File: src/pkg/spi_serial_port_consts.vh
// constants for the spi serial port: register offsets, field positions,
// reset values and widths.
// assumes it is included by bare name into the design file.
`ifndef SPI_SERIAL_PORT_CONSTS_VH
`define SPI_SERIAL_PORT_CONSTS_VH

// ----------------------------------------------------------------------
// register map (byte addresses)
// ----------------------------------------------------------------------
`define ADDR_W            4
`define ADDR_CONTROL      4'h0
`define ADDR_STATUS       4'h4
`define ADDR_DATA         4'h8
`define ADDR_DIVIDER      4'hC

// ----------------------------------------------------------------------
// serial_control_register fields
// ----------------------------------------------------------------------
`define CTL_PORT_EN       0
`define CTL_MASTER_EN     1
`define CTL_SEL_LEVEL     2
`define CTL_SEL_OUT_EN    3
`define SEL_MODE_3WIRE    2'b00
`define SEL_MODE_4SLAVE   2'b01

// ----------------------------------------------------------------------
// status register fields (bits 3:0 write one to clear, 6:4 read only)
// ----------------------------------------------------------------------
`define ST_DONE           0
`define ST_WRITE_COLLISION_FLAG           1
`define ST_MODE_FAULT_FLAG           2
`define ST_OVRN           3
`define ST_TX_FULL        4
`define ST_RX_FULL        5
`define ST_BUSY           6
`define FLAG_W            4

// ----------------------------------------------------------------------
// widths and reset values
// ----------------------------------------------------------------------
`define DATA_W            8
`define BIT_CNT_W         3
`define BIT_LAST          3'h7
`define BIT_ZERO          3'h0
`define BIT_ONE           3'h1
`define CTL_RESET         4'h0
`define FLAG_RESET        4'h0
`define BYTE_ZERO         8'h00
`define DIV_RESET         8'h04
`define DIV_ZERO          8'h00

`endif
File: src/design/spi_serial_port.v
// spi serial port: one port that serves as master or slave, with its
// register file on a plain strobe port.
// assumes a single 25 mhz clock; all pin inputs are asynchronous and are
// synchronised here; the bench resolves the two-way pins from the enables.
//
// Function
// - mosi is driven while master, sampled as input while slave.
// - as master mosi carries the shift register msb, msb first.
// - miso is input while master, driven msb first while a selected slave.
// - miso released when port disabled or 4-wire slave not selected.
// - 3-wire slave drives miso from shift register msb at all times.
// - master generates sck; slave takes sck from the external master.
// - 4-wire slave ignores sck while nss is high.
// - select mode 00 is 3-wire, nss unused, slave always selected.
// - select mode 01 takes nss as input selecting the slave.
// - mode 01 master loses master function on nss falling edge.
// - select mode 1x drives nss out at the select level bit.
// - select mode 1x is meant for master operation only.
// - nss is routed to a pin in every mode except 3-wire.
// - only a master starts transfers; slaves wait for the master.
// - master enable bit set selects master, clear selects slave.
// - master data register write goes to the transmit buffer.
// - empty shift register with full transmit buffer loads and starts.
// - a started master transfer shifts out at once with sck running.
// - transfer done flag set at every byte end, cleared by software.
// - data write while transmit buffer full is dropped, collision flagged.
// - mode fault sets its flag and clears master and port enables.
// - slave overrun keeps the old byte, drops new, sets overrun flag.
//
// Chosen here: the register offsets and the address-and-strobe port.
`timescale 1ns/100ps
`include "spi_serial_port_consts.vh"

module spi_serial_port (
   input  wire                 clock_i,
   input  wire                 rst_n_i,
   input  wire [`ADDR_W-1:0]   addr_i,
   input  wire [`DATA_W-1:0]   wdata_i,
   input  wire                 wr_i,
   input  wire                 rd_i,
   output reg  [`DATA_W-1:0]   rdata_o,
   input  wire                 sck_i,
   output reg                  sck_o,
   output reg                  sck_oe_o,
   input  wire                 mosi_i,
   output reg                  mosi_o,
   output reg                  mosi_oe_o,
   input  wire                 miso_i,
   output reg                  miso_o,
   output reg                  miso_oe_o,
   input  wire                 nss_i,
   output reg                  nss_o,
   output reg                  nss_oe_o,
   output reg                  nss_pin_en_o
);

   // master sequencer states, one-hot
   localparam [2:0] M_IDLE = 3'b001;
   localparam [2:0] M_LOW  = 3'b010;
   localparam [2:0] M_HIGH = 3'b100;

   // ----------------------------------------------------------------------
   // helper
   // ----------------------------------------------------------------------
   // address match, used by both the write and the read decode
   function hit;
      input [`ADDR_W-1:0] a;
      input [`ADDR_W-1:0] b;
      begin
         hit = (a == b);
      end
   endfunction

   // ----------------------------------------------------------------------
   // state
   // ----------------------------------------------------------------------
   reg  [3:0]          ctl_q;            // select mode, master and port enables
   reg  [`FLAG_W-1:0]  flag_q;           // done, collision, fault, overrun
   reg  [`DATA_W-1:0]  div_q;            // master half period minus one
   reg  [`DATA_W-1:0]  tx_buf_q;
   reg                 tx_full_q;
   reg  [`DATA_W-1:0]  rx_buf_q;
   reg                 rx_full_q;
   reg  [`DATA_W-1:0]  shift_q;
   reg                 sample_q;         // bit caught on the leading edge
   reg  [`BIT_CNT_W-1:0] bit_q;
   reg                 slave_busy_q;
   reg  [2:0]          mstate_q;
   reg  [`DATA_W-1:0]  tick_q;
   reg                 sck_int_q;

   // synchronisers: stage 1 feeds stage 2 only; stage 3 is edge history
   reg  [2:0]          sck_s_q;
   reg  [2:0]          nss_s_q;
   reg  [1:0]          mosi_s_q;
   reg  [1:0]          miso_s_q;

   // ----------------------------------------------------------------------
   // decode of the control bits
   // ----------------------------------------------------------------------
   wire [1:0] sel_mode  = ctl_q[`CTL_SEL_OUT_EN:`CTL_SEL_LEVEL];
   wire       port_en   = ctl_q[`CTL_PORT_EN];
   wire       master    = port_en & ctl_q[`CTL_MASTER_EN];
   wire       slave     = port_en & ~ctl_q[`CTL_MASTER_EN];
   wire       four_wire = (sel_mode != `SEL_MODE_3WIRE);
   // 3-wire slave is always selected; 4-wire uses the nss input
   wire       selected  = ~four_wire | ~nss_s_q[1];
   wire       sck_rise  = sck_s_q[1] & ~sck_s_q[2];
   wire       sck_fall  = ~sck_s_q[1] & sck_s_q[2];
   wire       nss_fall  = ~nss_s_q[1] & nss_s_q[2];
   wire       mode_fault = master & (sel_mode == `SEL_MODE_4SLAVE) & nss_fall;
   wire       tick_done = (tick_q == `DIV_ZERO);
   wire       m_idle    = mstate_q[0];
   wire       busy      = ~m_idle | slave_busy_q;

   // slave shifting only while selected, so a high nss masks sck
   wire       s_active  = slave & selected;
   wire       s_rise    = s_active & sck_rise;
   wire       s_fall    = s_active & sck_fall;

   // a byte completes on the eighth trailing edge in either role
   wire       m_last    = mstate_q[2] & tick_done & (bit_q == `BIT_LAST);
   wire       s_last    = s_fall & (bit_q == `BIT_LAST);
   wire       xfer_done = (m_last | s_last) & ~mode_fault;

   // buffer moves into the shifter only when the shifter is free
   wire       m_start   = master & m_idle & tx_full_q & ~mode_fault;
   wire       s_load    = slave & ~slave_busy_q & tx_full_q & ~s_rise;

   // register strobes
   wire       wr_ctl    = wr_i & hit(addr_i, `ADDR_CONTROL);
   wire       wr_st     = wr_i & hit(addr_i, `ADDR_STATUS);
   wire       wr_dat    = wr_i & hit(addr_i, `ADDR_DATA);
   wire       wr_div    = wr_i & hit(addr_i, `ADDR_DIVIDER);
   wire       rd_dat    = rd_i & hit(addr_i, `ADDR_DATA);

   // ----------------------------------------------------------------------
   // input synchronisers
   // ----------------------------------------------------------------------
   // every pin passes two flops before anything looks at it
   always @(posedge clock_i) begin
      if (!rst_n_i) begin
         sck_s_q  <= 3'b000;
         nss_s_q  <= 3'b111;
         mosi_s_q <= 2'b00;
         miso_s_q <= 2'b00;
      end else begin
         sck_s_q  <= {sck_s_q[1:0], sck_i};
         nss_s_q  <= {nss_s_q[1:0], nss_i};
         mosi_s_q <= {mosi_s_q[0], mosi_i};
         miso_s_q <= {miso_s_q[0], miso_i};
      end
   end

   // ----------------------------------------------------------------------
   // control and divider registers
   // ----------------------------------------------------------------------
   // a mode fault overrides a same-cycle software write of the enables
   always @(posedge clock_i) begin
      if (!rst_n_i) begin
         ctl_q <= `CTL_RESET;
         div_q <= `DIV_RESET;
      end else begin
         if (wr_ctl) begin
            ctl_q <= wdata_i[3:0];
         end
         if (mode_fault) begin
            ctl_q[`CTL_MASTER_EN] <= 1'b0;
            ctl_q[`CTL_PORT_EN]   <= 1'b0;
         end
         if (wr_div) begin
            div_q <= wdata_i;
         end
      end
   end

   // ----------------------------------------------------------------------
   // sticky flags
   // ----------------------------------------------------------------------
   // write one to clear; a flag raised in the same cycle stays set
   always @(posedge clock_i) begin
      if (!rst_n_i) begin
         flag_q <= `FLAG_RESET;
      end else begin
         flag_q <= (flag_q & ~({`FLAG_W{wr_st}} & wdata_i[`FLAG_W-1:0]))
                   | {xfer_done & slave & rx_full_q & ~rd_dat,
                      mode_fault,
                      wr_dat & tx_full_q,
                      xfer_done};
      end
   end

   // ----------------------------------------------------------------------
   // transmit and receive buffers
   // ----------------------------------------------------------------------
   // accepted writes land in the buffer, never in the live shifter; a write to a full buffer is dropped
   always @(posedge clock_i) begin
      if (!rst_n_i) begin
         tx_buf_q  <= `BYTE_ZERO;
         tx_full_q <= 1'b0;
         rx_buf_q  <= `BYTE_ZERO;
         rx_full_q <= 1'b0;
      end else begin
         if (wr_dat & ~tx_full_q) begin
            tx_buf_q  <= wdata_i;
            tx_full_q <= 1'b1;
         end else if (m_start | s_load) begin
            tx_full_q <= 1'b0;
         end
         // a slave keeps an unread byte; a read in the same cycle frees it
         if (xfer_done & ~(slave & rx_full_q & ~rd_dat)) begin
            rx_buf_q  <= {shift_q[`DATA_W-2:0], sample_q};
            rx_full_q <= 1'b1;
         end else if (rd_dat) begin
            rx_full_q <= 1'b0;
         end
      end
   end

   // ----------------------------------------------------------------------
   // master sequencer
   // ----------------------------------------------------------------------
   // each half period lasts div_q + 1 clocks; sck idles low, data is
   // sampled on the rising edge and shifted on the falling edge
   always @(posedge clock_i) begin
      if (!rst_n_i) begin
         mstate_q  <= M_IDLE;
         tick_q    <= `DIV_ZERO;
         sck_int_q <= 1'b0;
      end else if (~master | mode_fault) begin
         mstate_q  <= M_IDLE;
         tick_q    <= `DIV_ZERO;
         sck_int_q <= 1'b0;
      end else begin
         case (mstate_q)
            M_IDLE: begin
               if (m_start) begin
                  mstate_q <= M_LOW;
                  tick_q   <= div_q;
               end
            end
            M_LOW: begin
               if (tick_done) begin
                  mstate_q  <= M_HIGH;
                  sck_int_q <= 1'b1;
                  tick_q    <= div_q;
               end else begin
                  tick_q <= tick_q - 8'h01;
               end
            end
            M_HIGH: begin
               if (tick_done) begin
                  sck_int_q <= 1'b0;
                  tick_q    <= div_q;
                  mstate_q  <= (bit_q == `BIT_LAST) ? M_IDLE : M_LOW;
               end else begin
                  tick_q <= tick_q - 8'h01;
               end
            end
            default: begin
               mstate_q  <= M_IDLE;
               tick_q    <= `DIV_ZERO;
               sck_int_q <= 1'b0;
            end
         endcase
      end
   end

   // ----------------------------------------------------------------------
   // shift register and bit counter, shared by both roles
   // ----------------------------------------------------------------------
   // msb leaves first; the incoming bit enters at the lsb on the shift
   always @(posedge clock_i) begin
      if (!rst_n_i) begin
         shift_q      <= `BYTE_ZERO;
         sample_q     <= 1'b0;
         bit_q        <= `BIT_ZERO;
         slave_busy_q <= 1'b0;
      end else if (m_start | s_load) begin
         shift_q      <= tx_buf_q;
         bit_q        <= `BIT_ZERO;
      end else if (master) begin
         if (mstate_q[1] & tick_done) begin
            sample_q <= miso_s_q[1];
         end
         if (mstate_q[2] & tick_done) begin
            shift_q <= {shift_q[`DATA_W-2:0], sample_q};
            bit_q   <= bit_q + `BIT_ONE;
         end
      end else if (~s_active) begin
         // deselection drops a partial byte so the next frame starts clean
         bit_q        <= `BIT_ZERO;
         slave_busy_q <= 1'b0;
      end else begin
         if (s_rise) begin
            sample_q     <= mosi_s_q[1];
            slave_busy_q <= 1'b1;
         end
         if (s_fall) begin
            shift_q <= {shift_q[`DATA_W-2:0], sample_q};
            bit_q   <= bit_q + `BIT_ONE;
            if (bit_q == `BIT_LAST) begin
               slave_busy_q <= 1'b0;
            end
         end
      end
   end

   // ----------------------------------------------------------------------
   // pin drivers
   // ----------------------------------------------------------------------
   // all pin outputs come from flops; one clock of lag is far below the
   // slowest half period and keeps glitches off the pads
   always @(posedge clock_i) begin
      if (!rst_n_i) begin
         sck_o        <= 1'b0;
         sck_oe_o     <= 1'b0;
         mosi_o       <= 1'b0;
         mosi_oe_o    <= 1'b0;
         miso_o       <= 1'b0;
         miso_oe_o    <= 1'b0;
         nss_o        <= 1'b1;
         nss_oe_o     <= 1'b0;
         nss_pin_en_o <= 1'b0;
      end else begin
         sck_o        <= sck_int_q;
         sck_oe_o     <= master;
         mosi_o       <= shift_q[`DATA_W-1];
         mosi_oe_o    <= master;
         miso_o       <= shift_q[`DATA_W-1];
         miso_oe_o    <= slave & selected;
         nss_o        <= ctl_q[`CTL_SEL_LEVEL];
         nss_oe_o     <= port_en & ctl_q[`CTL_SEL_OUT_EN];
         nss_pin_en_o <= four_wire;
      end
   end

   // ----------------------------------------------------------------------
   // register read port
   // ----------------------------------------------------------------------
   // data appear the cycle after the read strobe and only then
   always @(posedge clock_i) begin
      if (!rst_n_i) begin
         rdata_o <= `BYTE_ZERO;
      end else if (rd_i) begin
         if (hit(addr_i, `ADDR_CONTROL)) begin
            rdata_o <= {4'h0, ctl_q};
         end else if (hit(addr_i, `ADDR_STATUS)) begin
            rdata_o <= {1'b0, busy, rx_full_q, tx_full_q, flag_q};
         end else if (rd_dat) begin
            rdata_o <= rx_buf_q;
         end else if (hit(addr_i, `ADDR_DIVIDER)) begin
            rdata_o <= div_q;
         end else begin
            rdata_o <= `BYTE_ZERO;
         end
      end else begin
         rdata_o <= `BYTE_ZERO;
      end
   end

endmodule // spi_serial_port

File: config.mk
export PLATFORM = sky130hd
export DESIGN_NAME = spi_serial_port
export DESIGN_NICKNAME = d
export VERILOG_FILES = /design/src/design/spi_serial_port.v
export VERILOG_INCLUDE_DIRS = /design/src /design/src/pkg
export SDC_FILE = /design/constraint.sdc
export NUM_CORES = 1
export LEC_CHECK = 0
export ABC_AREA = 1
export ABC_CLOCK_PERIOD_IN_PS = 1500
export BUFFER_PORTS_ARGS = -buffer_cell sky130_fd_sc_hd__buf_2
export CORE_MARGIN = 10
export CORE_UTILIZATION = 45
export CTS_CLUSTER_DIAMETER = 200
export DETAILED_ROUTE_END_ITERATION = 16
export PLACE_DENSITY = 0.78
export SLEW_MARGIN = 15
export SYNTH_ARGS = -nofsm -noshare
export SYNTH_HDL_FRONTEND = slang
export SYNTH_SLANG_ARGS = --single-unit
File: constraint.sdc
create_clock -name clock_i -period 1.5 [get_ports clock_i]
set_input_delay 0.3 -clock clock_i [delete_from_list [all_inputs] [get_ports clock_i]]
set_output_delay 0.3 -clock clock_i [all_outputs]
set_load 0.02 [all_outputs]
Yosys cells after proc, flatten, opt, wreduce, memory -nomap -nowiden
Cells that the tools add are included.
{"block": "op_classes", "n_mul": 0, "reduce_logical": 22, "order_cmp": 0, "eq_ne": 15, "shift": 0, "div_mod_pow": 0, "n_addsub": 2, "bitwise": 61, "n_mux": 36}
{"cell": "two-way mux 8 bit", "count": 9}
{"cell": "AND 1 bit", "count": 35}
{"cell": "two-way mux 3 bit", "count": 7}
{"cell": "NOT 1 bit", "count": 17}
{"cell": "one-hot mux 8 bit (2 select lines)", "count": 1}
{"cell": "two-way mux 1 bit", "count": 14}
{"cell": "nonzero test 2 bit", "count": 5}
{"cell": "one-hot mux 3 bit (3 select lines)", "count": 1}
{"cell": "AND reduction 3 bit", "count": 3}
{"cell": "AND 4 bit", "count": 2}
{"cell": "== test 4 bit, second input constant", "count": 2}
{"cell": "logical NOT 8 bit", "count": 1}
{"cell": "OR reduction 2 bit", "count": 4}
{"cell": "subtractor 8 x 1 -> 8 bit, second input constant", "count": 1}
{"cell": "two-way mux 7 bit", "count": 1}
{"cell": "== test 3 bit, second input constant", "count": 2}
{"cell": "inequality test 2 bit, second input constant", "count": 3}
{"cell": "AND reduction 2 bit", "count": 3}
{"cell": "nonzero test 3 bit", "count": 2}
{"cell": "OR 1 bit", "count": 5}
{"cell": "== test 4 x 3 -> 1 bit, second input constant", "count": 1}
{"cell": "logical NOT 4 bit", "count": 1}
{"cell": "two-way mux 4 bit", "count": 1}
{"cell": "inequality test 2 x 1 -> 1 bit, second input constant", "count": 2}
{"cell": "13 further kinds", "count": 13}
{"block": "word_totals", "register_bits": 84, "rom_bits": 0, "n_memories": 0, "ramBits": 0, "out_inout_bits": 17, "latch_bits": 0}

Longest topological paths before layout
{"block": "depth", "ltp_word": 12, "depth_mapped": 11}

Least setup slack after synthesis
OpenSTA, ideal clock, no wires.
{"block": "synth_path", "path_type": "register -> register", "from": "register tick_q[0]", "to": "register shift_q[1]", "slack_ps": 57, "required_time_ps": 1429, "stages_incl_launch_ff": 11, "period_less_slack_ps": 1443, "t_arrival_ps": 1372, "cell_sequence": "dfxtp_1 -> inv_1 -> ha_1 -> inv_1 -> nor2_1 -> nand3_1 -> nand2_1 -> nand3_4 -> nand2_2 -> nand2_1 -> a21oi_1"}
{"block": "synth_via", "elab_chain_cells": 4}
{"item": "from (decl)", "line": "spi_serial_port.v:89", "text": "reg [`DATA_W-1:0] tick_q;"}
{"item": "from (signal assigned)", "line": "spi_serial_port.v:228", "text": "tick_q <= `DIV_ZERO;"}
{"item": "from (signal assigned)", "line": "spi_serial_port.v:232", "text": "tick_q <= `DIV_ZERO;"}
{"item": "from (signal assigned)", "line": "spi_serial_port.v:239", "text": "tick_q <= div_q;"}
{"item": "logical NOT 8 bit (no source line)"}
{"item": "AND 1 bit", "line": "spi_serial_port.v:286", "text": "if (mstate_q[2] & tick_done) begin"}
{"item": "inequality test 3 x 1 -> 1 bit (no source line)"}
{"item": "AND reduction 3 bit (no source line)"}
{"item": "to (signal assigned)", "line": "spi_serial_port.v:280", "text": "shift_q <= tx_buf_q;"}
{"item": "to (signal assigned)", "line": "spi_serial_port.v:287", "text": "shift_q <= {shift_q[`DATA_W-2:0], sample_q};"}
{"item": "to (signal assigned)", "line": "spi_serial_port.v:300", "text": "shift_q <= {shift_q[`DATA_W-2:0], sample_q};"}
{"item": "to (decl)", "line": "spi_serial_port.v:84", "text": "reg [`DATA_W-1:0] shift_q;"}
No other way between the ends.
A chain may end at the register's enable or synchronous reset.

Final worst setup path
{"block": "layout_path", "from": "register ctl_q[2]", "to": "register shift_q[7]"}
{"block": "layout_via", "elab_chain_cells": 10, "word_cells_on_any_way": 19, "classes_between": "2 x eq/ne; 1 x mux; 12 x bitwise; 4 x reduce/logical"}
{"item": "from (decl)", "line": "spi_serial_port.v:77", "text": "reg [3:0] ctl_q;"}
{"item": "from (signal assigned)", "line": "spi_serial_port.v:161", "text": "ctl_q <= `CTL_RESET;"}
{"item": "from (signal assigned)", "line": "spi_serial_port.v:165", "text": "ctl_q <= wdata_i[3:0];"}
{"item": "nonzero test 2 bit (no source line)"}
{"item": "NOT 1 bit", "line": "spi_serial_port.v:107", "text": "wire selected = ~four_wire | ~nss_s_q[1];"}
{"item": "OR 1 bit", "line": "spi_serial_port.v:107"}
{"item": "AND 1 bit", "line": "spi_serial_port.v:117", "text": "wire s_active = slave & selected;"}
{"item": "AND 1 bit", "line": "spi_serial_port.v:118", "text": "wire s_rise = s_active & sck_rise;"}
{"item": "NOT 1 bit", "line": "spi_serial_port.v:128", "text": "wire s_load = slave & ~slave_busy_q & tx_full_q & ~s_rise;"}
{"item": "AND 1 bit", "line": "spi_serial_port.v:128"}
{"item": "OR 1 bit", "line": "spi_serial_port.v:279", "text": "end else if (m_start | s_load) begin"}
{"item": "inequality test 3 x 1 -> 1 bit (no source line) or nonzero test 3 bit (tied branches)"}
{"item": "AND reduction 3 bit (no source line)"}
{"item": "to (signal assigned)", "line": "spi_serial_port.v:275", "text": "shift_q <= `BYTE_ZERO;"}
{"item": "to (signal assigned)", "line": "spi_serial_port.v:280"}
{"item": "to (signal assigned)", "line": "spi_serial_port.v:287"}
Several ways; a longest one is shown, not always the timed one.

==> results.json <==
{
  "grt_pass1_vias": 3619,
  "cts_hold_buffers": 0,
  "drt-pass1-iter-count": 5,
  "cts-htree-levels": 3,
  "syn_inst": 511,
  "cts.sinks": 84,
  "dp_cells": 672,
  "clock_path_buffers": 2,
  "io_buffers": 36,
  "grt_usage_pct": 15.7,
  "clk_latency_ns": 0.37,
  "setup_ws_ns": 0.0135,
  "wirelength_um": 11000,
  "place_ws_ns": -0.146,
  "drt_iter0_drc": 275,
  "io_pins": 37,
  "drive_gt1_share_pct": 32.7,
  "cts-root-buf": "clkbuf_8",
  "gp_congestion": 0.917,
  "p_leak_nw": 2.23,
  "pwr-share-clk_pct": 38.9,
  "antenna_found_initial": 0,
  "synth_ff_type": "dfxtp_1",
  "synthesis.area_sq_um": 3850,
  "final_cell_mix": "83 x nand2_1, 73 x dfxtp_1, 59 x inv_1",
  "grt-ovfl-total": 0,
  "fp.dieH_um": 112,
  "cts_buffers": 9,
  "instances_no_fill": 701,
  "p_switching_mw": 1.11,
  "initial_core_util_pct": 46.6,
  "ff_latch_area_sq_um": 1700,
  "rsz0062_at_grt": "true",
  "worstSetupPathType": "reg -> reg",
  "worstPathArrival_ns": 1.76,
  "ant_nets": 0,
  "rows": 33,
  "via_count": 3795,
  "timing.hold.ws_ns": 0.101,
  "synthAdderAreaFrac_pct": 1.30,
  "syn_to_final_growth_pct": 28.6,
  "synth_compound_area_share_pct": 16.8,
  "hp-class": "in -> reg",
  "status": "completed",
  "ys_seq_area_share_pct": 43.7,
  "hold_violations": 0,
  "placed_area_sq_um": 4350,
  "fin_nets": 615,
  "syn-num-nets": 535,
  "tightest_slew_ns": 0.609,
  "grt_max_degree": 24,
  "dp_hpwl_um": 7580,
  "start_kind": "flop",
  "pwr-share-comb_pct": 5.5,
  "maxCapViolations": 0,
  "cts_tree": "yes",
  "swShare_pct": 27.1,
  "synth_top_area_cell": "dfxtp_1",
  "finalCritPeriodShare_pct": 99.1,
  "worstPathMaxFanout": 8,
  "layout_commonest_cell": "nand2_1",
  "core_area_sq_um": 8260,
  "relSlewSlack_pct": 59.2,
  "dieArea_sq_um": 12600,
  "synth_top_family_by_area": "simple AND/OR/NAND/NOR gates",
  "ys_ff_latch": 84,
  "pwr-share-seq_pct": 55.6,
  "fin_crit_ns": 1.49,
  "setup_violations": 0,
  "clk_pin_slew_ns": 0.10,
  "wl_per_cell_um": 15.7,
  "yosys.area_share.simple_pct": 27.8,
  "final_cell_area_sq_um": 4940,
  "fin_skew_ns": 0.00833,
  "synth_edf_count": 0,
  "synth-xor-area-share_pct": 0.683,
  "diodes": 0,
  "synth_area_per_cell_sq_um": 7.53,
  "drcViolationCount": 0,
  "ir_drop_mv": 0.799,
  "required_ns": 1.77,
  "synth.distinct_cells": 38,
  "synthTopCellsByArea": "dfxtp_1 44%, nand2_1 10%, o21ai_0 6.9%, a21oi_1 6.8%, inv_1 6.3%",
  "end_kind": "flop",
  "chipWidth_um": 112,
  "p_per_area_nw_per_um2": 827,
  "internal_power_mw": 2.98,
  "vias_per_cell": 5.41,
  "synth.top_cell.area_share_pct": 43.7,
  "maxSlewViolCount": 0,
  "muxShareOfSynthArea_pct": 0.260,
  "grt_pass1_wl_um": 16700,
  "max_freq_ghz": 0.673,
  "multi_input_area_sq_um": 2050,
  "async_reset_ff_share_pct": 0,
  "synth_warnings": 0,
  "fillers": 722
}
==> cell families after synthesis <==
logic type / Yosys count
AND/OR/NAND/NOR: 214
adder cells (fa/ha/maj): 4
flip-flops: 84
AO/OA/AOI/OAI: 120
buffers and inverters: 85
multiplexers: 1
XOR/XNOR: 3
==> final cells by class <==
| type | instances | share of cell area, % |
|---|---|---|
| Timing Repair Buffer | 83 | 11.9 |
| Inverter | 70 | 5.72 |
| Clock buffer | 9 | 2.51 |
| Tap cell | 105 | 2.66 |
| Clock inverter | 7 | 1.37 |
| Multi-Input combinational cell | 343 | 41.5 |
| Sequential cell | 84 | 34.3 |
==> power by group through the flow <==
stage | Clock (mW) | Combinational [mW] | Sequential (mW)
floorplan | 0 | 0.104 | 2.32
global placement | 0 | 0.197 | 2.32
detailed placement | 0 | 0.202 | 2.32
CTS | 1.60 | 0.207 | 2.27
global route | 1.69 | 0.243 | 2.28
finish | 1.59 | 0.225 | 2.27
==> cells in the mapped netlist, types with 2 or more instances <==
master    count
clkbuf_1      8
a21oi_1      52
nand2_1     103
o22ai_1       4
nand2_2       4
nand2_4       4
inv_1        65
nand3_1      25
nor2_2        4
nor2_1       44
xor2_1        3
nand3_4       4
dfxtp_1      84
a211oi_1      3
o21ai_0      53
or2_2         3
inv_2         3
nand4_1       2
buf_2         2
nand3_2       9
nor2_4        3
nor3_1        3
ha_1          4
nor3_2        2
o221ai_1      5
buf_4         3
==> critical path: stages, from the launching register on <==
cell and delay, ns:
dfxtp_4 0.39, inv_6 0.04, nor2_4 0.17, nand3_4 0.13, nand2_4 0.13, nand2_4 0.09, inv_8 0.08, buf_12 0.10
nand2_8 0.09, nand3_2 0.09, nand2_1 0.05
==> state kept, by name, indices dropped and copies added (netlist names), 4 cells and up <==
name and count:
div_q 8, rdata_o 8, rx_buf_q 8, shift_q 8
tick_q 8, tx_buf_q 8, ctl_q 4, flag_q 4
==> per-stage QoR <==
stage | setup TNS, ns | power [mW] | utilization [%]
after floorplan | 0 | 2.43 | -
after global placement | -0.237 | 2.52 | 52.7
after detailed placement | -1.36 | 2.53 | 52.7
after CTS | -0.0122 | 4.08 | 55.6
after global routing | -0.608 | 4.21 | 59.9
final | 0 | 4.09 | 59.9
==> final timing paths <==
check,start,to,slack [ns],cells after the start
setup / recovery,ctl_q[2],shift_q[7],0.01,10
hold / removal,mosi_i,mosi_s_q[0],0.10,3
setup reg to reg,ctl_q[2],shift_q[7],0.01,10
hold reg to reg,nss_s_q[0],nss_s_q[1],0.42,1
==> repair_timing <==
action                                  4_1_cts  5_1_grt
pin swaps                                     3       23
buffers inserted                              2       10
resized for setup                             8       79
endpoints found under the setup margin       20       34
gates cloned                                  0        1
==> metal layers <==
layer / GRT usage, % / vias to the layer above / routed length (um)
li1: - / 1824 / -
met1: 19.0 / 1792 / 4650
met5: 0 / - / 0
met2: 25.3 / 150 / 5310
met4: 6.60 / 0 / 245
met3: 4.79 / 29 / 825
Power figures use the tool's default switching activity.
